===== src/design/status_flag_pkg.sv =====
/*
 * Constants for the controller status flag word block: register map, flag bit
 * positions, reset values and field widths.
 * Assumes a 32-bit Avalon-MM register bus with byte addresses.
 */
package status_flag_pkg;

	// ==========================================================
	// Register byte offsets.
	localparam logic [7:0] OFF_FLAGS = 8'h00;
	localparam logic [7:0] OFF_SELF_TEST_CODE = 8'h04;
	localparam logic [7:0] OFF_FIRST_ERR_ADDR = 8'h08;
	localparam logic [7:0] OFF_LATEST_ERR_ADDR = 8'h0C;
	localparam logic [7:0] OFF_IRQ_STATUS = 8'h10;
	localparam logic [7:0] OFF_IRQ_MASK = 8'h14;
	localparam logic [7:0] OFF_SCAN_TARGET = 8'h18;
	localparam logic [7:0] OFF_CONTROL = 8'h1C;

	// ==========================================================
	// Bit positions inside the special status flag word.
	localparam int BIT_SELF_TEST = 0;
	localparam int BIT_UNUSED = 1;
	localparam int BIT_CASSETTE_IO = 2;
	localparam int BIT_CASSETTE = 3;
	localparam int BIT_IO_VERIFY = 4;
	localparam int BIT_BATT_LIVE = 5;
	localparam int BIT_BATT_HOLD = 6;
	localparam int BIT_OP_ERR_HOLD = 7;
	localparam int BIT_OP_ERR_PULSE = 8;
	localparam int BIT_CARRY = 9;
	localparam int BIT_GREATER = 10;
	localparam int BIT_EQUAL = 11;
	localparam int BIT_LESS = 12;
	localparam int BIT_AUX_TIMER = 13;
	localparam int BIT_TOOL_PORT = 14;
	localparam int BIT_SCAN_OVER = 15;

	// ==========================================================
	// Control register fields.
	localparam int CTRL_CONST_SCAN = 0;
	localparam int CTRL_BATT_NOTIFY = 1;

	// ==========================================================
	// Widths and reset values.
	localparam int FLAG_W = 16;
	localparam int DATA_W = 16;
	localparam logic [15:0] FLAGS_RESET = 16'h0000;
	localparam logic [15:0] MASK_RESET = 16'h0000;
	localparam logic [15:0] SCAN_TARGET_RESET = 16'h0000;
	localparam logic [1:0] CONTROL_RESET = 2'h2;
	localparam logic [15:0] BATT_IRQ_BITS = 16'h0060;

endpackage


===== src/design/status_flag_word.sv =====
/*
 * Special status flag word of a programmable controller, with its diagnostic
 * data registers, an interrupt status and mask pair, and an Avalon-MM slave.
 * Assumes the condition inputs come from controller logic on i_clock, except
 * the battery monitor level, which arrives from a pin and is synchronised.
 */
`timescale 1ns/1ps

module status_flag_word
	import status_flag_pkg::*;
#(
	parameter int ADDR_W = 16
) (
	input wire logic i_clock,
	input wire logic i_rstn,
	input wire logic [7:0] i_address,
	input wire logic i_read,
	input wire logic i_write,
	input wire logic [31:0] i_writedata,
	input wire logic [3:0] i_byteenable,
	output logic [31:0] o_readdata,
	output logic o_waitrequest,
	output logic o_irq,
	input wire logic i_init,
	input wire logic i_self_test_fault,
	input wire logic [DATA_W-1:0] i_self_test_code,
	input wire logic i_cassette_io_fault,
	input wire logic i_cassette_fault,
	input wire logic i_io_verify_fault,
	input wire logic i_battery_fault_pin,
	input wire logic i_op_error,
	input wire logic [ADDR_W-1:0] i_op_error_addr,
	input wire logic i_arith_valid,
	input wire logic i_arith_carry,
	input wire logic i_arith_zero,
	input wire logic i_shift_valid,
	input wire logic i_shift_carry,
	input wire logic i_cmp_valid,
	input wire logic i_cmp_gt,
	input wire logic i_cmp_eq,
	input wire logic i_cmp_lt,
	input wire logic i_aux_timer_zero,
	input wire logic i_aux_trigger,
	input wire logic i_tool_port_fault,
	input wire logic i_scan_end,
	input wire logic [15:0] i_scan_time
);

	// ==========================================================
	// Declarations.
	logic batt_meta_r, batt_sync_r;
	logic self_test_r, cassette_io_r, cassette_r, io_verify_r, tool_port_r;
	logic batt_live_r, batt_hold_r, op_hold_r, op_pulse_r;
	logic carry_r, greater_r, equal_r, less_r, aux_timer_r, scan_over_r;
	logic [FLAG_W-1:0] flags, flags_prev_r, irq_events;
	logic [FLAG_W-1:0] irq_status_r, irq_status_nxt, irq_mask_r;
	logic [DATA_W-1:0] self_test_code_r;
	logic [ADDR_W-1:0] first_err_addr_r, latest_err_addr_r;
	logic [15:0] scan_target_r;
	logic [1:0] control_r;
	logic ack_r, bus_req, wr_ack, rd_ack;
	logic [31:0] rd_mux;

	// Merges the low two write lanes into a 16-bit register value.
	function automatic logic [15:0] merge16(input logic [15:0] old_val, input logic [31:0] wdata,
		input logic [3:0] be);
		logic [15:0] res;
		res = old_val;
		if (be[0]) begin
			res[7:0] = wdata[7:0];
		end
		if (be[1]) begin
			res[15:8] = wdata[15:8];
		end
		return res;
	endfunction

	// ==========================================================
	// Bus handshake: every access waits exactly one cycle.
	assign bus_req = i_read | i_write;
	assign o_waitrequest = bus_req & ~ack_r;
	assign wr_ack = i_write & ack_r;
	assign rd_ack = i_read & ack_r;

	// The acknowledge toggles up for one cycle after a request is seen.
	always_ff @(posedge i_clock) begin
		if (!i_rstn) begin
			ack_r <= 1'b0;
		end else begin
			ack_r <= bus_req & ~ack_r;
		end
	end

	// ==========================================================
	// Battery pin synchroniser; the first stage feeds only the second.
	always_ff @(posedge i_clock) begin
		if (!i_rstn) begin
			batt_meta_r <= 1'b0;
			batt_sync_r <= 1'b0;
		end else begin
			batt_meta_r <= i_battery_fault_pin;
			batt_sync_r <= batt_meta_r;
		end
	end

	// ==========================================================
	// Fault flags from diagnostics, cassettes, verification and tool port.
	always_ff @(posedge i_clock) begin
		if (!i_rstn) begin
			self_test_r <= 1'b0;
			self_test_code_r <= '0;
		end else if (i_self_test_fault) begin
			self_test_r <= 1'b1;
			self_test_code_r <= i_self_test_code;
		end else if (i_init) begin
			self_test_r <= 1'b0;
		end
	end

	// Cassette, verification and tool port flags mirror their fault levels.
	always_ff @(posedge i_clock) begin
		if (!i_rstn) begin
			cassette_io_r <= 1'b0;
			cassette_r <= 1'b0;
			io_verify_r <= 1'b0;
			tool_port_r <= 1'b0;
		end else begin
			cassette_io_r <= i_cassette_io_fault;
			cassette_r <= i_cassette_fault;
			io_verify_r <= i_io_verify_fault;
			tool_port_r <= i_tool_port_fault;
		end
	end

	// ==========================================================
	// Battery flags: the live copy ignores the notification setting.
	always_ff @(posedge i_clock) begin
		if (!i_rstn) begin
			batt_live_r <= 1'b0;
			batt_hold_r <= 1'b0;
		end else begin
			batt_live_r <= batt_sync_r;
			if (batt_sync_r) begin
				batt_hold_r <= 1'b1;
			end else if (i_init) begin
				batt_hold_r <= 1'b0;
			end
		end
	end

	// ==========================================================
	// Operation error flags and the two error address registers.
	always_ff @(posedge i_clock) begin
		if (!i_rstn) begin
			op_hold_r <= 1'b0;
			op_pulse_r <= 1'b0;
			first_err_addr_r <= '0;
			latest_err_addr_r <= '0;
		end else begin
			op_pulse_r <= i_op_error;
			if (i_op_error) begin
				latest_err_addr_r <= i_op_error_addr;
			end
			if (i_op_error && !op_hold_r) begin
				op_hold_r <= 1'b1;
				first_err_addr_r <= i_op_error_addr;
			end else if (i_init && !i_op_error) begin
				op_hold_r <= 1'b0;
			end
		end
	end

	// ==========================================================
	// Carry and compare flags; compare and equal flags last one cycle.
	always_ff @(posedge i_clock) begin
		if (!i_rstn) begin
			carry_r <= 1'b0;
		end else if (i_arith_valid) begin
			carry_r <= i_arith_carry;
		end else if (i_shift_valid) begin
			carry_r <= i_shift_carry;
		end
	end

	// Momentary compare results.
	always_ff @(posedge i_clock) begin
		if (!i_rstn) begin
			greater_r <= 1'b0;
			equal_r <= 1'b0;
			less_r <= 1'b0;
		end else begin
			greater_r <= i_cmp_valid & i_cmp_gt;
			equal_r <= (i_cmp_valid & i_cmp_eq) | (i_arith_valid & i_arith_zero);
			less_r <= i_cmp_valid & i_cmp_lt;
		end
	end

	// ==========================================================
	// Auxiliary timer contact; a dropped trigger wins over count zero.
	always_ff @(posedge i_clock) begin
		if (!i_rstn) begin
			aux_timer_r <= 1'b0;
		end else if (!i_aux_trigger) begin
			aux_timer_r <= 1'b0;
		end else if (i_aux_timer_zero) begin
			aux_timer_r <= 1'b1;
		end
	end

	// ==========================================================
	// Scan overrun, judged at each scan end while constant scan is on.
	always_ff @(posedge i_clock) begin
		if (!i_rstn) begin
			scan_over_r <= 1'b0;
		end else if (i_scan_end && control_r[CTRL_CONST_SCAN] &&
			(scan_target_r == 16'h0000 || i_scan_time > scan_target_r)) begin
			scan_over_r <= 1'b1;
		end else if (i_init) begin
			scan_over_r <= 1'b0;
		end
	end

	// ==========================================================
	// Flag word assembly; the unused position is tied low.
	always_comb begin
		flags = FLAGS_RESET;
		flags[BIT_SELF_TEST] = self_test_r;
		flags[BIT_UNUSED] = 1'b0;
		flags[BIT_CASSETTE_IO] = cassette_io_r;
		flags[BIT_CASSETTE] = cassette_r;
		flags[BIT_IO_VERIFY] = io_verify_r;
		flags[BIT_BATT_LIVE] = batt_live_r;
		flags[BIT_BATT_HOLD] = batt_hold_r;
		flags[BIT_OP_ERR_HOLD] = op_hold_r;
		flags[BIT_OP_ERR_PULSE] = op_pulse_r;
		flags[BIT_CARRY] = carry_r;
		flags[BIT_GREATER] = greater_r;
		flags[BIT_EQUAL] = equal_r;
		flags[BIT_LESS] = less_r;
		flags[BIT_AUX_TIMER] = aux_timer_r;
		flags[BIT_TOOL_PORT] = tool_port_r;
		flags[BIT_SCAN_OVER] = scan_over_r;
	end

	// ==========================================================
	// Interrupts: a rising flag sets its status bit; battery events need notify.
	assign irq_events = flags & ~flags_prev_r &
		(control_r[CTRL_BATT_NOTIFY] ? {FLAG_W{1'b1}} : ~BATT_IRQ_BITS);

	// Write-one-to-clear, with a new event winning over the clear.
	always_comb begin
		irq_status_nxt = irq_status_r;
		if (wr_ack && i_address == OFF_IRQ_STATUS) begin
			irq_status_nxt = irq_status_r & ~merge16(16'h0000, i_writedata, i_byteenable);
		end
		irq_status_nxt = irq_status_nxt | irq_events;
	end

	// Previous flags and the sticky status.
	always_ff @(posedge i_clock) begin
		if (!i_rstn) begin
			flags_prev_r <= FLAGS_RESET;
			irq_status_r <= '0;
		end else begin
			flags_prev_r <= flags;
			irq_status_r <= irq_status_nxt;
		end
	end

	assign o_irq = |(irq_status_r & irq_mask_r);

	// ==========================================================
	// Writable registers; the flag word and data registers take no writes.
	always_ff @(posedge i_clock) begin
		if (!i_rstn) begin
			irq_mask_r <= MASK_RESET;
			scan_target_r <= SCAN_TARGET_RESET;
			control_r <= CONTROL_RESET;
		end else if (wr_ack) begin
			unique case (i_address)
				OFF_IRQ_MASK: begin
					irq_mask_r <= merge16(irq_mask_r, i_writedata, i_byteenable);
				end
				OFF_SCAN_TARGET: begin
					scan_target_r <= merge16(scan_target_r, i_writedata, i_byteenable);
				end
				OFF_CONTROL: begin
					if (i_byteenable[0]) begin
						control_r <= i_writedata[1:0];
					end
				end
				default: begin
					control_r <= control_r;
				end
			endcase
		end
	end

	// ==========================================================
	// Read multiplexer; the flag word is read only through this path, while its rising edges also reach o_irq.
	always_comb begin
		rd_mux = 32'h0000_0000;
		unique case (i_address)
			OFF_FLAGS: rd_mux[FLAG_W-1:0] = flags;
			OFF_SELF_TEST_CODE: rd_mux[DATA_W-1:0] = self_test_code_r;
			OFF_FIRST_ERR_ADDR: rd_mux[ADDR_W-1:0] = first_err_addr_r;
			OFF_LATEST_ERR_ADDR: rd_mux[ADDR_W-1:0] = latest_err_addr_r;
			OFF_IRQ_STATUS: rd_mux[FLAG_W-1:0] = irq_status_r;
			OFF_IRQ_MASK: rd_mux[FLAG_W-1:0] = irq_mask_r;
			OFF_SCAN_TARGET: rd_mux[15:0] = scan_target_r;
			OFF_CONTROL: rd_mux[1:0] = control_r;
			default: rd_mux = 32'h0000_0000;
		endcase
	end

	// Read data is captured while the master waits and stands at the answer.
	always_ff @(posedge i_clock) begin
		if (!i_rstn) begin
			o_readdata <= 32'h0000_0000;
		end else if (i_read && !ack_r) begin
			o_readdata <= rd_mux;
		end
	end
endmodule


===== config.mk =====
export PLATFORM = sky130hd
export DESIGN_NAME = status_flag_word
export DESIGN_NICKNAME = d
export VERILOG_FILES = /design/src/design/status_flag_pkg.sv /design/src/design/status_flag_word.sv
export SDC_FILE = /design/constraint.sdc
export NUM_CORES = 1
export LEC_CHECK = 0
export ABC_AREA = 1
export BUFFER_PORTS_ARGS = -buffer_cell sky130_fd_sc_hd__buf_4
export CORE_ASPECT_RATIO = 1.75
export CORE_UTILIZATION = 60
export CTS_BUF_LIST = sky130_fd_sc_hd__clkbuf_4
export DETAILED_ROUTE_END_ITERATION = 16
export GPL_TIMING_DRIVEN = 0
export PLACE_DENSITY = 0.87
export SLEW_MARGIN = 20
export SYNTH_ARGS = -nofsm -noshare
export SYNTH_HDL_FRONTEND = slang
export SYNTH_SLANG_ARGS = --single-unit
export TNS_END_PERCENT = 5

===== constraint.sdc =====
create_clock -name i_clock -period 3.4 [get_ports i_clock]
set_input_delay 0.17 -clock i_clock [delete_from_list [all_inputs] [get_ports i_clock]]
set_output_delay 0.17 -clock i_clock [all_outputs]
set_load 0.005 [all_outputs]

==> results of run 1 <==
worst max-delay path by stage:
stage                                   to  slack, ps              start
final                                o_irq       1330      irq_mask_r[0]
after detailed placement  scan_target_r[0]       1570             i_rstn
after CTS                            o_irq       1400      irq_mask_r[0]
after global routing               equal_r       1360             i_rstn
after global placement      o_readdata[10]       1600       i_address[6]
after floorplan                scan_over_r       2090  scan_target_r[15]
synth_stat cells:
| cell | n | share of area |
|---|---|---|
| nor4_1 | 4 | 0.0037 |
| nor3_1 | 2 | 0.0015 |
| or2_2 | 1 | 0.00094 |
| buf_1 | 2 | 0.0011 |
| a21oi_1 | 86 | 0.064 |
| a21o_1 | 1 | 0.0011 |
| and3_1 | 1 | 0.00094 |
| dfxtp_1 | 147 | 0.44 |
| clkinv_1 | 1 | 0.00056 |
| nor2_1 | 105 | 0.059 |
| clkbuf_1 | 19 | 0.011 |
| conb_1 | 1 | 0.00056 |
| nor2_2 | 2 | 0.0019 |
| o22ai_1 | 5 | 0.0047 |
| o21ai_1 | 11 | 0.0082 |
| nor3_2 | 1 | 0.0015 |
| nand2_1 | 207 | 0.12 |
| nand3_1 | 88 | 0.066 |
| nor2_4 | 3 | 0.0051 |
| o211ai_1 | 2 | 0.0022 |
| buf_2 | 20 | 0.015 |
| inv_1 | 103 | 0.058 |
| inv_2 | 7 | 0.0039 |
| buf_6 | 2 | 0.0034 |
| a211oi_1 | 9 | 0.010 |
| ha_1 | 16 | 0.030 |
| nor3b_1 | 1 | 0.0011 |
| nand4_1 | 4 | 0.0037 |
| buf_4 | 17 | 0.019 |
| nand2_2 | 1 | 0.00094 |
| o21ai_0 | 86 | 0.064 |
layout make-up:
cell class              instances  area (um2)
well taps                     130         163
diodes                          1        2.50
clock inverters                14         139
inverters                     111         417
clock buffers                  18         135
flip-flops and latches        147        2940
fillers                       789        2010
plain buffers                  60         329
multi-input cells             652        3050
repair buffers                185        1570
worst max-delay path, stage by stage (launching register included):
cell and delay, ps:
dfxtp_1 350, nand2_1 110, nand2_1 60, a211oi_1 440
nand4_1 200, buf_4 190
cells in the final DEF (no fill, tap or decap), types with 3 or more instances in the layout:
cell type	count
inv_1	103
dfxtp_1	147
clkinvlp_4	5
ha_1	16
a21oi_1	86
clkbuf_4	18
o21ai_0	86
conb_1	16
buf_4	130
nor4_1	4
clkbuf_1	19
buf_2	20
inv_2	7
nor2_4	3
a211oi_1	9
o22ai_1	5
nand2_1	207
nand4_1	4
o21ai_1	11
clkinv_2	4
dlygate4sd3_1	72
nand3_1	88
nor2_1	105
routing by layer:
layer | GRT usage | part of all wire
met5 | 0 | 0
met2 | 0.727 | 0.52
met3 | 0.0585 | 0.070
met1 | 0.382 | 0.33
met4 | 0.342 | 0.087
cell families (layout without fill, tap and decap cells):
logic type | Yosys count | after routing
and+or+nand+nor | 420 | 420
AOI/OAI and AO/OA | 200 | 200
buffers and inverters | 171 | 388
DFF | 147 | 147
adders and majority gates | 16 | 16
other | 1 | 17
flip-flops by register name, indices dropped and copies added (netlist names), 2 cells and up:
signal / count
control_r: 2
first_err_addr_r: 16
flags_prev_r: 15
irq_mask_r: 16
irq_status_r: 16
latest_err_addr_r: 16
o_readdata: 16
scan_target_r: 16
self_test_code_r: 16
power by group:
part	switching, mW	internal, mW	total (mW)
logic	0.233	0.206	0.439
clock network	0.636	0.438	1.07
registers	0.0381	1.79	1.83
metrics by stage:
step	hold slack, ps	setup slack [ps]	std cells
2_1_floorplan	268	2090	970
5_1_grt	79.6	1360	1318
4_1_cts	27.1	1400	1317
3_5_place_dp	355	1570	1213
6_report	53.9	1330	1318
3_3_place_gp	354	1600	1213
==> results.py, run 1 <==
metrics = {
    "run": {
        "cap_violations": 0,
    },
    "setup_path": {
        "cp-end-kind": "output port",
        "r2r-end": "o_readdata[15]",
        "criticalPathCategory": "reg2out",
        "reg2reg_from": "ack_r",
        "crit_required_ps": 3230,
        "cp_max_fo": 3,
        "crit_path_start_kind": "register",
        "reg2regPathDepth": 5,
        "r2r_slack_ps": 1710,
        "cp.arrival_ps": 1900,
    },
    "cts": {
        "clock_sinks": 147,
        "root_buffer": "clkbuf_4",
        "cts_resized": 0,
        "clock_path_buffers": 2,
        "h-tree-depth": 4,
        "holdBufCountCts": 72,
        "path_clk_slew_ps": 130,
        "cts_made_buffers": 17,
        "tritoncts": "built",
        "postCtsSetupBuffers": 0,
        "clock_latency_ps": 550,
    },
    "timing": {
        "finalSetupViolations": 0,
        "relSlewSlack": 0.449,
        "clock_skew_ps": 15.5,
        "worst_pin_slew_ps": 827,
        "rsz0062_at_grt": "false",
        "finalHoldViolCount": 0,
        "max_clock_freq_ghz": 0.483,
        "slew_viol_final": 0,
        "tns_ps": 0,
        "fin_crit_sh": 0.609,
        "finalCriticalPeriod_ps": 2070,
    },
    "worst_hold_path": {
        "worstHoldStart": "i_address[2]",
        "hp-class": "in2reg",
        "hold_depth": 5,
        "min_to": "irq_status_r[2]",
    },
    "cells_and_area": {
        "fin_util": 0.813,
        "nets": 1306,
        "drive_above_1_share": 0.167,
        "final_cell_area_um2": 8750,
        "area_growth_syn_to_layout_pct": 30.9,
    },
    "route": {
        "wl_per_cell_um": 17.3,
        "first_iter_violations": 741,
        "avgViaCountPerCell": 5.75,
        "drc": 0,
        "ant_nets": 0,
        "drt_wl_total_mm": 22.8,
        "vias": 7577,
        "first_pass_iters": 6,
    },
    "place": {
        "place.gp.congestion": 0.989,
        "port_buffers": 113,
        "dp_hpwl_mm": 15.9,
        "detailed_place.area_um2": 7750,
    },
    "grt": {
        "grt.total_usage": 0.404,
        "antenna_found_initial": 1,
        "grt_max_degree": 17,
        "grt_pass1_wl_mm": 34.5,
        "grt-ovfl-total": 0,
        "grt_pass1_vias": 7409,
    },
    "status": {
        "status": "finished clean",
    },
    "power": {
        "finalPower_mw": 3.34,
        "leakage_nw": 3.94,
        "peakVddDrop_mv": 0.310,
        "powerDensity_nw_per_um2": 382,
    },
    "floorplan": {
        "fp-row-count": 50,
        "fp.dieArea_um2": 11600,
        "fp.coreArea_um2": 10800,
        "io_pins": 150,
        "initial_core_util": 0.621,
        "die_w_um": 81.8,
        "dieHeight_um": 142,
    },
    "logic_synthesis": {
        "synth_area_um2": 6680,
        "synth_mux_area_frac": 0,
        "avgSynthCellArea_um2": 7.00,
        "seq_area_frac_synth": 0.440,
        "synth-adder-area-share": 0.0300,
        "synth-xor-area-share": 0,
        "synth_seq_cells": 147,
        "synth_top_family_by_area": "simple AND/OR/NAND/NOR gates",
        "syn_inst": 955,
        "synth-simple-area-share": 0.262,
        "synth_cell_types": 31,
        "ys_warn_count": 0,
        "synth_compound_area_frac": 0.155,
    },
}
Note: power is estimated with default switching activity, not from simulation.
==> inputs of run 2 (changes only) <==
ABC_AREA = 0   (was 1)
CORE_UTILIZATION = 51   (was 60)
PLACE_DENSITY = 0.79   (was 0.87)
clock period = 1.8 ns   (was 3.4 ns; I/O delays follow)
==> run 2 against run 1 <==
The run now ends with hold timing left. Setup slack worse by 1300 ps. Die area up 17%. Power up 100%. Synthesized cell count down 24%. Sequential power up 89%. Final cell count down 15%. Highest routed layer unchanged.
==> results.py, run 2 <==
metrics = {
    "floorplan": {
        "fp.coreArea_um2": 12600,
        "initial_core_util": 0.527,
        "fp.dieArea_um2": 13500,
        "dieHeight_um": 153,
        "fp-row-count": 54,
        "io_pins": 150,
        "die_w_um": 88.4,
    },
    "logic_synthesis": {
        "avgSynthCellArea_um2": 9.22,
        "seq_area_frac_synth": 0.442,
        "yosysTopAreaCellShare": 0.442,
        "synth_cell_types": 53,
        "synth_top_area_cell": "dfxtp_1",
        "synth_common_cells": "dfxtp_1, nor2_1, nand2_1, a21oi_1, mux2i_1",
        "syn_inst": 723,
        "yosys-top-cells-area": "dfxtp_1, mux2i_1, mux4_2, nor2_1, a21oi_1",
        "synth_edf_count": 0,
        "ys_warn_count": 0,
        "synth_area_um2": 6660,
        "synth_seq_cells": 147,
        "synth_async_sr_flop_share": 0,
        "yosysMostFrequentCell": "dfxtp_1",
        "ys.flop_type": "dfxtp_1",
    },
    "setup_path": {
        "crit_start": "irq_mask_r[1]",
        "crit_path_start_kind": "register",
        "cp.arrival_ps": 1700,
        "reg2reg_from": "op_hold_r",
        "reg2regPathDepth": 5,
        "criticalPathCategory": "reg2out",
        "cp-end-kind": "output port",
        "crit_required_ps": 1710,
        "cp_max_fo": 3,
        "r2r_slack_ps": 50,
        "r2r-end": "first_err_addr_r[2]",
    },
    "power": {
        "cell_internal_pwr_mw": 4.87,
        "power_frac_comb": 0.144,
        "clockPowerShare": 0.338,
        "powerDensity_nw_per_um2": 752,
        "p_sw_mw": 1.82,
        "leakage_nw": 3.67,
        "p_sw_frac": 0.273,
        "peakVddDrop_mv": 0.494,
        "pwr-share-seq": 0.517,
    },
    "cells_and_area": {
        "drive_above_1_share": 0.238,
        "nets": 1075,
        "stdcell_count": 1124,
        "final_common_cell": "dfxtp_1",
        "mostFrequentLayoutCells": "dfxtp_1, buf_4, nor2_1",
        "area_growth_syn_to_layout_pct": 33.5,
    },
    "timing": {
        "rsz0062_at_grt": "true",
        "relSlewSlack": 0.439,
        "clock_skew_ps": 26.8,
        "finalHoldViolCount": 1,
        "finalSetupViolations": 0,
        "worst_pin_slew_ps": 841,
        "slew_viol_final": 0,
        "max_clock_freq_ghz": 0.559,
        "finalCriticalPeriod_ps": 1790,
        "hold-worst-slack_ps": -2.26,
        "fin_crit_sh": 0.995,
    },
    "place": {
        "dp_hpwl_mm": 15.1,
        "place.gp.congestion": 0.941,
        "dp_cells": 1019,
        "port_buffers": 113,
    },
    "grt": {
        "grt-ovfl-total": 0,
        "antenna_found_initial": 1,
        "grt.total_usage": 0.323,
        "grt_max_degree": 17,
        "grt_pass1_wl_mm": 32.1,
        "grt_pass1_vias": 6327,
    },
    "worst_hold_path": {
        "min_to": "irq_status_r[1]",
        "hp-class": "in2reg",
        "hold_depth": 4,
        "worstHoldStart": "i_address[1]",
    },
    "cts": {
        "cts_made_buffers": 17,
        "clock_sinks": 147,
        "tritoncts": "built",
        "path_clk_slew_ps": 120,
        "clock_latency_ps": 580,
        "clock_path_buffers": 2,
        "root_buffer": "clkbuf_4",
        "h-tree-depth": 4,
    },
    "route": {
        "first_iter_violations": 607,
        "vias": 6381,
        "drt_wl_total_mm": 21.1,
        "wl_per_cell_um": 18.8,
        "avgViaCountPerCell": 5.68,
        "first_pass_iters": 9,
        "ant_nets": 0,
        "drc": 0,
    },
    "status": {
        "status": "finished with violations",
        "violations": "hold timing",
    },
    "run": {
        "cap_violations": 0,
    },
}
## run 2: power groups by stage
stage | clock network (mW) | logic, mW | registers [mW]
after global placement | 0 | 0.797 | 3.53
after floorplan | 0 | 0.462 | 3.50
after CTS | 2.26 | 0.938 | 3.46
after global routing | 2.41 | 1.04 | 3.47
final | 2.26 | 0.965 | 3.46
after detailed placement | 0 | 0.813 | 3.53
## run 2: worst max-delay path: stages, from the launching register on
cell      delay (ps)
dfxtp_1          360
a22o_1           250
a221oi_1         220
nand4_1          160
buf_4            170
## run 2: cell type report
type	instances	area (um2)
Clock buffer	18	135
Tap cell	168	210
Fill cell	993	3740
Buffer	59	300
Antenna cell	1	2.50
Inverter	22	82.6
Timing Repair Buffer	186	1580
Sequential cell	147	2950
Clock inverter	13	173
Multi-Input combinational cell	510	3460
## run 2: cell families (layout without fill, tap and decap cells)
| family | Yosys count | in the layout | share of synthesized area |
|---|---|---|---|
| other | 1 | 17 | 0.000563 |
| flip-flops | 147 | 147 | 0.442 |
| buffers and inverters | 81 | 298 | 0.0569 |
| multiplexers | 76 | 76 | 0.145 |
| adder cells (fa/ha/maj) | 16 | 16 | 0.0300 |
| AND/OR/NAND/NOR | 263 | 263 | 0.193 |
| AO/OA/AOI/OAI | 139 | 139 | 0.133 |
## run 2: layer usage
metal | track usage | up-vias | share of wire
met5 | 0 | - | 0
met4 | 0.223 | 0 | 0.077
met3 | 0.0626 | 120 | 0.070
met2 | 0.567 | 363 | 0.51
met1 | 0.332 | 2943 | 0.34
li1 | - | 2955 | -
## run 2: per-stage QoR
step                      power [mW]  setup slack (ps)  setup TNS (ps)  utilization  cell area [um2]
after floorplan                 3.96              6.76               0            -             6720
after global placement          4.32              -509          -22300        0.616             7780
after detailed placement        4.34              -528          -23570        0.616             7780
after CTS                       6.65             -57.6           -57.6        0.700             8840
after global routing            6.92             -37.1            -109        0.704             8900
final                           6.69              9.87               0        0.704             8900
## run 2: how the worst max path moves through the flow
| stage | endpoint | slack [ps] | cells past startpoint |
|---|---|---|---|
| 2_1_floorplan | irq_mask_r[0] | 7 | 6 |
| 3_3_place_gp | irq_status_r[11] | -510 | 6 |
| 3_5_place_dp | irq_status_r[9] | -530 | 6 |
| 4_1_cts | scan_over_r | -60 | 7 |
| 5_1_grt | scan_target_r[14] | -40 | 7 |
| 6_report | o_irq | 10 | 4 |
## run 2: timing repair
item	in CTS	in global routing
resized for setup	10	14
endpoints found under the hold margin	113	1
pin swaps	4	3
setup endpoints to repair	50	18
setup buffers	3	2
hold buffers	67	1
==> inputs of run 3 (changes only) <==
CORE_ASPECT_RATIO = 0.9   (was 1.75)
CTS_CLUSTER_SIZE = 24   (was default)
==> run 3 against run 2 <==
The run still ends with hold timing left. Die area decreased by 0.13%. Cell area up 0.56%. Utilization is 0.17 points lower. Final cell count unchanged. Clock power rose by 4%. Critical path type unchanged. Highest routed layer unchanged.
==> results.py, run 3 (synthesis results as in run 2) <==
metrics = {
    "cells_and_area": {
        "antenna_cells": 0,
        "final_cell_area_um2": 8950,
        "area_growth_syn_to_layout_pct": 34.3,
        "fillers": 959,
        "final_common_cell": "dfxtp_1",
        "drive_above_1_share": 0.232,
        "mostFrequentLayoutCells": "dfxtp_1, buf_4, nor2_1",
        "multi_input_area_um2": 3460,
        "final-seq-area_um2": 2950,
        "nets": 1079,
    },
    "setup_path": {
        "crit_path_start_kind": "register",
        "cp_max_fo": 3,
        "criticalPathCategory": "reg2out",
        "r2r_slack_ps": 2,
        "crit_required_ps": 1710,
        "cp.arrival_ps": 1710,
        "cp-end-kind": "output port",
    },
    "timing": {
        "max_clock_freq_ghz": 0.556,
        "hold-worst-slack_ps": -11.9,
        "slew_viol_final": 0,
        "fin_crit_sh": 0.999,
        "finalHoldViolCount": 1,
        "clock_skew_ps": 15.7,
        "relSlewSlack": 0.380,
        "finalSetupViolations": 0,
        "finalCriticalPeriod_ps": 1800,
        "worst_pin_slew_ps": 930,
        "rsz0062_at_grt": "true",
    },
    "cts": {
        "cts_made_buffers": 17,
        "clock_sinks": 147,
        "h-tree-depth": 4,
        "clock_latency_ps": 580,
        "path_clk_slew_ps": 130,
        "clock_path_buffers": 2,
        "root_buffer": "clkbuf_4",
        "tritoncts": "built",
    },
    "place": {
        "detailed_place.area_um2": 7770,
        "port_buffers": 113,
        "place.gp.congestion": 0.985,
        "dp_hpwl_mm": 14.4,
    },
    "grt": {
        "grt-ovfl-total": 0,
        "grt_pass1_vias": 6054,
        "grt_pass1_wl_mm": 31.7,
        "antenna_found_initial": 0,
        "grt_max_degree": 17,
        "grt.total_usage": 0.316,
    },
    "route": {
        "vias": 6397,
        "top_layer_used": "met4",
        "wl_met3_mm": 2.23,
        "drc": 0,
        "ant_nets": 0,
        "drt_wl_total_mm": 20.8,
        "met1_length_mm": 8.20,
        "wl_per_cell_um": 18.5,
        "first_pass_iters": 8,
        "avgViaCountPerCell": 5.69,
        "wl_met2_mm": 9.45,
        "first_iter_violations": 627,
    },
    "status": {
        "status": "finished with violations",
        "violations": "hold timing",
    },
    "power": {
        "power_frac_comb": 0.143,
        "pwr-share-seq": 0.512,
        "p_sw_frac": 0.263,
        "finalPower_mw": 6.77,
        "leakage_nw": 3.70,
        "clockPowerShare": 0.345,
        "powerDensity_nw_per_um2": 756,
        "cell_internal_pwr_mw": 4.98,
        "peakVddDrop_mv": 0.642,
        "p_sw_mw": 1.78,
    },
    "floorplan": {
        "fp.coreArea_um2": 12700,
        "die_w_um": 122,
        "fp-row-count": 39,
        "initial_core_util": 0.523,
        "dieHeight_um": 110,
        "io_pins": 150,
        "fp.dieArea_um2": 13500,
    },
    "run": {
        "cap_violations": 0,
    },
    "worst_hold_path": {
        "hp-class": "in2reg",
    },
}
[run 3: worst max-delay path: stages, from the launching register on]
cell      delay, ps
dfxtp_1         360
a22o_1          250
a221oi_2        220
nand4_1         150
buf_4           170
[run 3: layout make-up]
type	instances	area share
plain buffers	59	0.0340
flip-flops and latches	147	0.329
multi-input cells	510	0.386
clock buffers	18	0.0151
well taps	164	0.0229
inverters	22	0.00923
clock inverters	14	0.0210
repair buffers	190	0.182
[run 3: repair_timing]
action                     4_1_cts  5_1_grt
hold buffers                    71        0
setup endpoints to repair       50       40
pin swaps                        3        4
gates resized for setup         11        9
buffers inserted                 2        4
hold endpoints to repair       116        0
[run 3: power groups by stage]
stage          Combinational, mW  Sequential, mW  Clock (mW)
3_3_place_gp               0.796            3.52           0
3_5_place_dp               0.811            3.53           0
4_1_cts                    0.940            3.46        2.32
6_report                   0.968            3.46        2.34
2_1_floorplan              0.462            3.50           0
5_1_grt                     1.04            3.48        2.47
[run 3: metal layers]
metal | vias up | track usage
li1 | 2971 | -
met1 | 2968 | 0.405
met5 | - | 0
met2 | 389 | 0.490
met4 | 0 | 0.150
met3 | 69 | 0.0837
[run 3: worst paths after layout]
kind	startpoint	end	cells after the start
max	irq_status_r[14]	o_irq	4
min reg2reg	batt_meta_r	batt_sync_r	1
max reg2reg	scan_target_r[1]	scan_over_r	7
min	i_address[1]	irq_status_r[1]	4
[run 3: per-stage QoR]
step | instances | hold slack, ps | TNS [ps] | utilization | worst slack (ps)
5_1_grt | 1124 | 2.60 | -153 | 0.703 | -83.0
3_5_place_dp | 1015 | 301 | -24290 | 0.610 | -529
4_1_cts | 1120 | 0.358 | -29.2 | 0.698 | -29.2
2_1_floorplan | 738 | 177 | 0 | - | 6.76
3_3_place_gp | 1015 | 298 | -21370 | 0.610 | -522
6_report | 1124 | -11.9 | 0 | 0.703 | 2.23
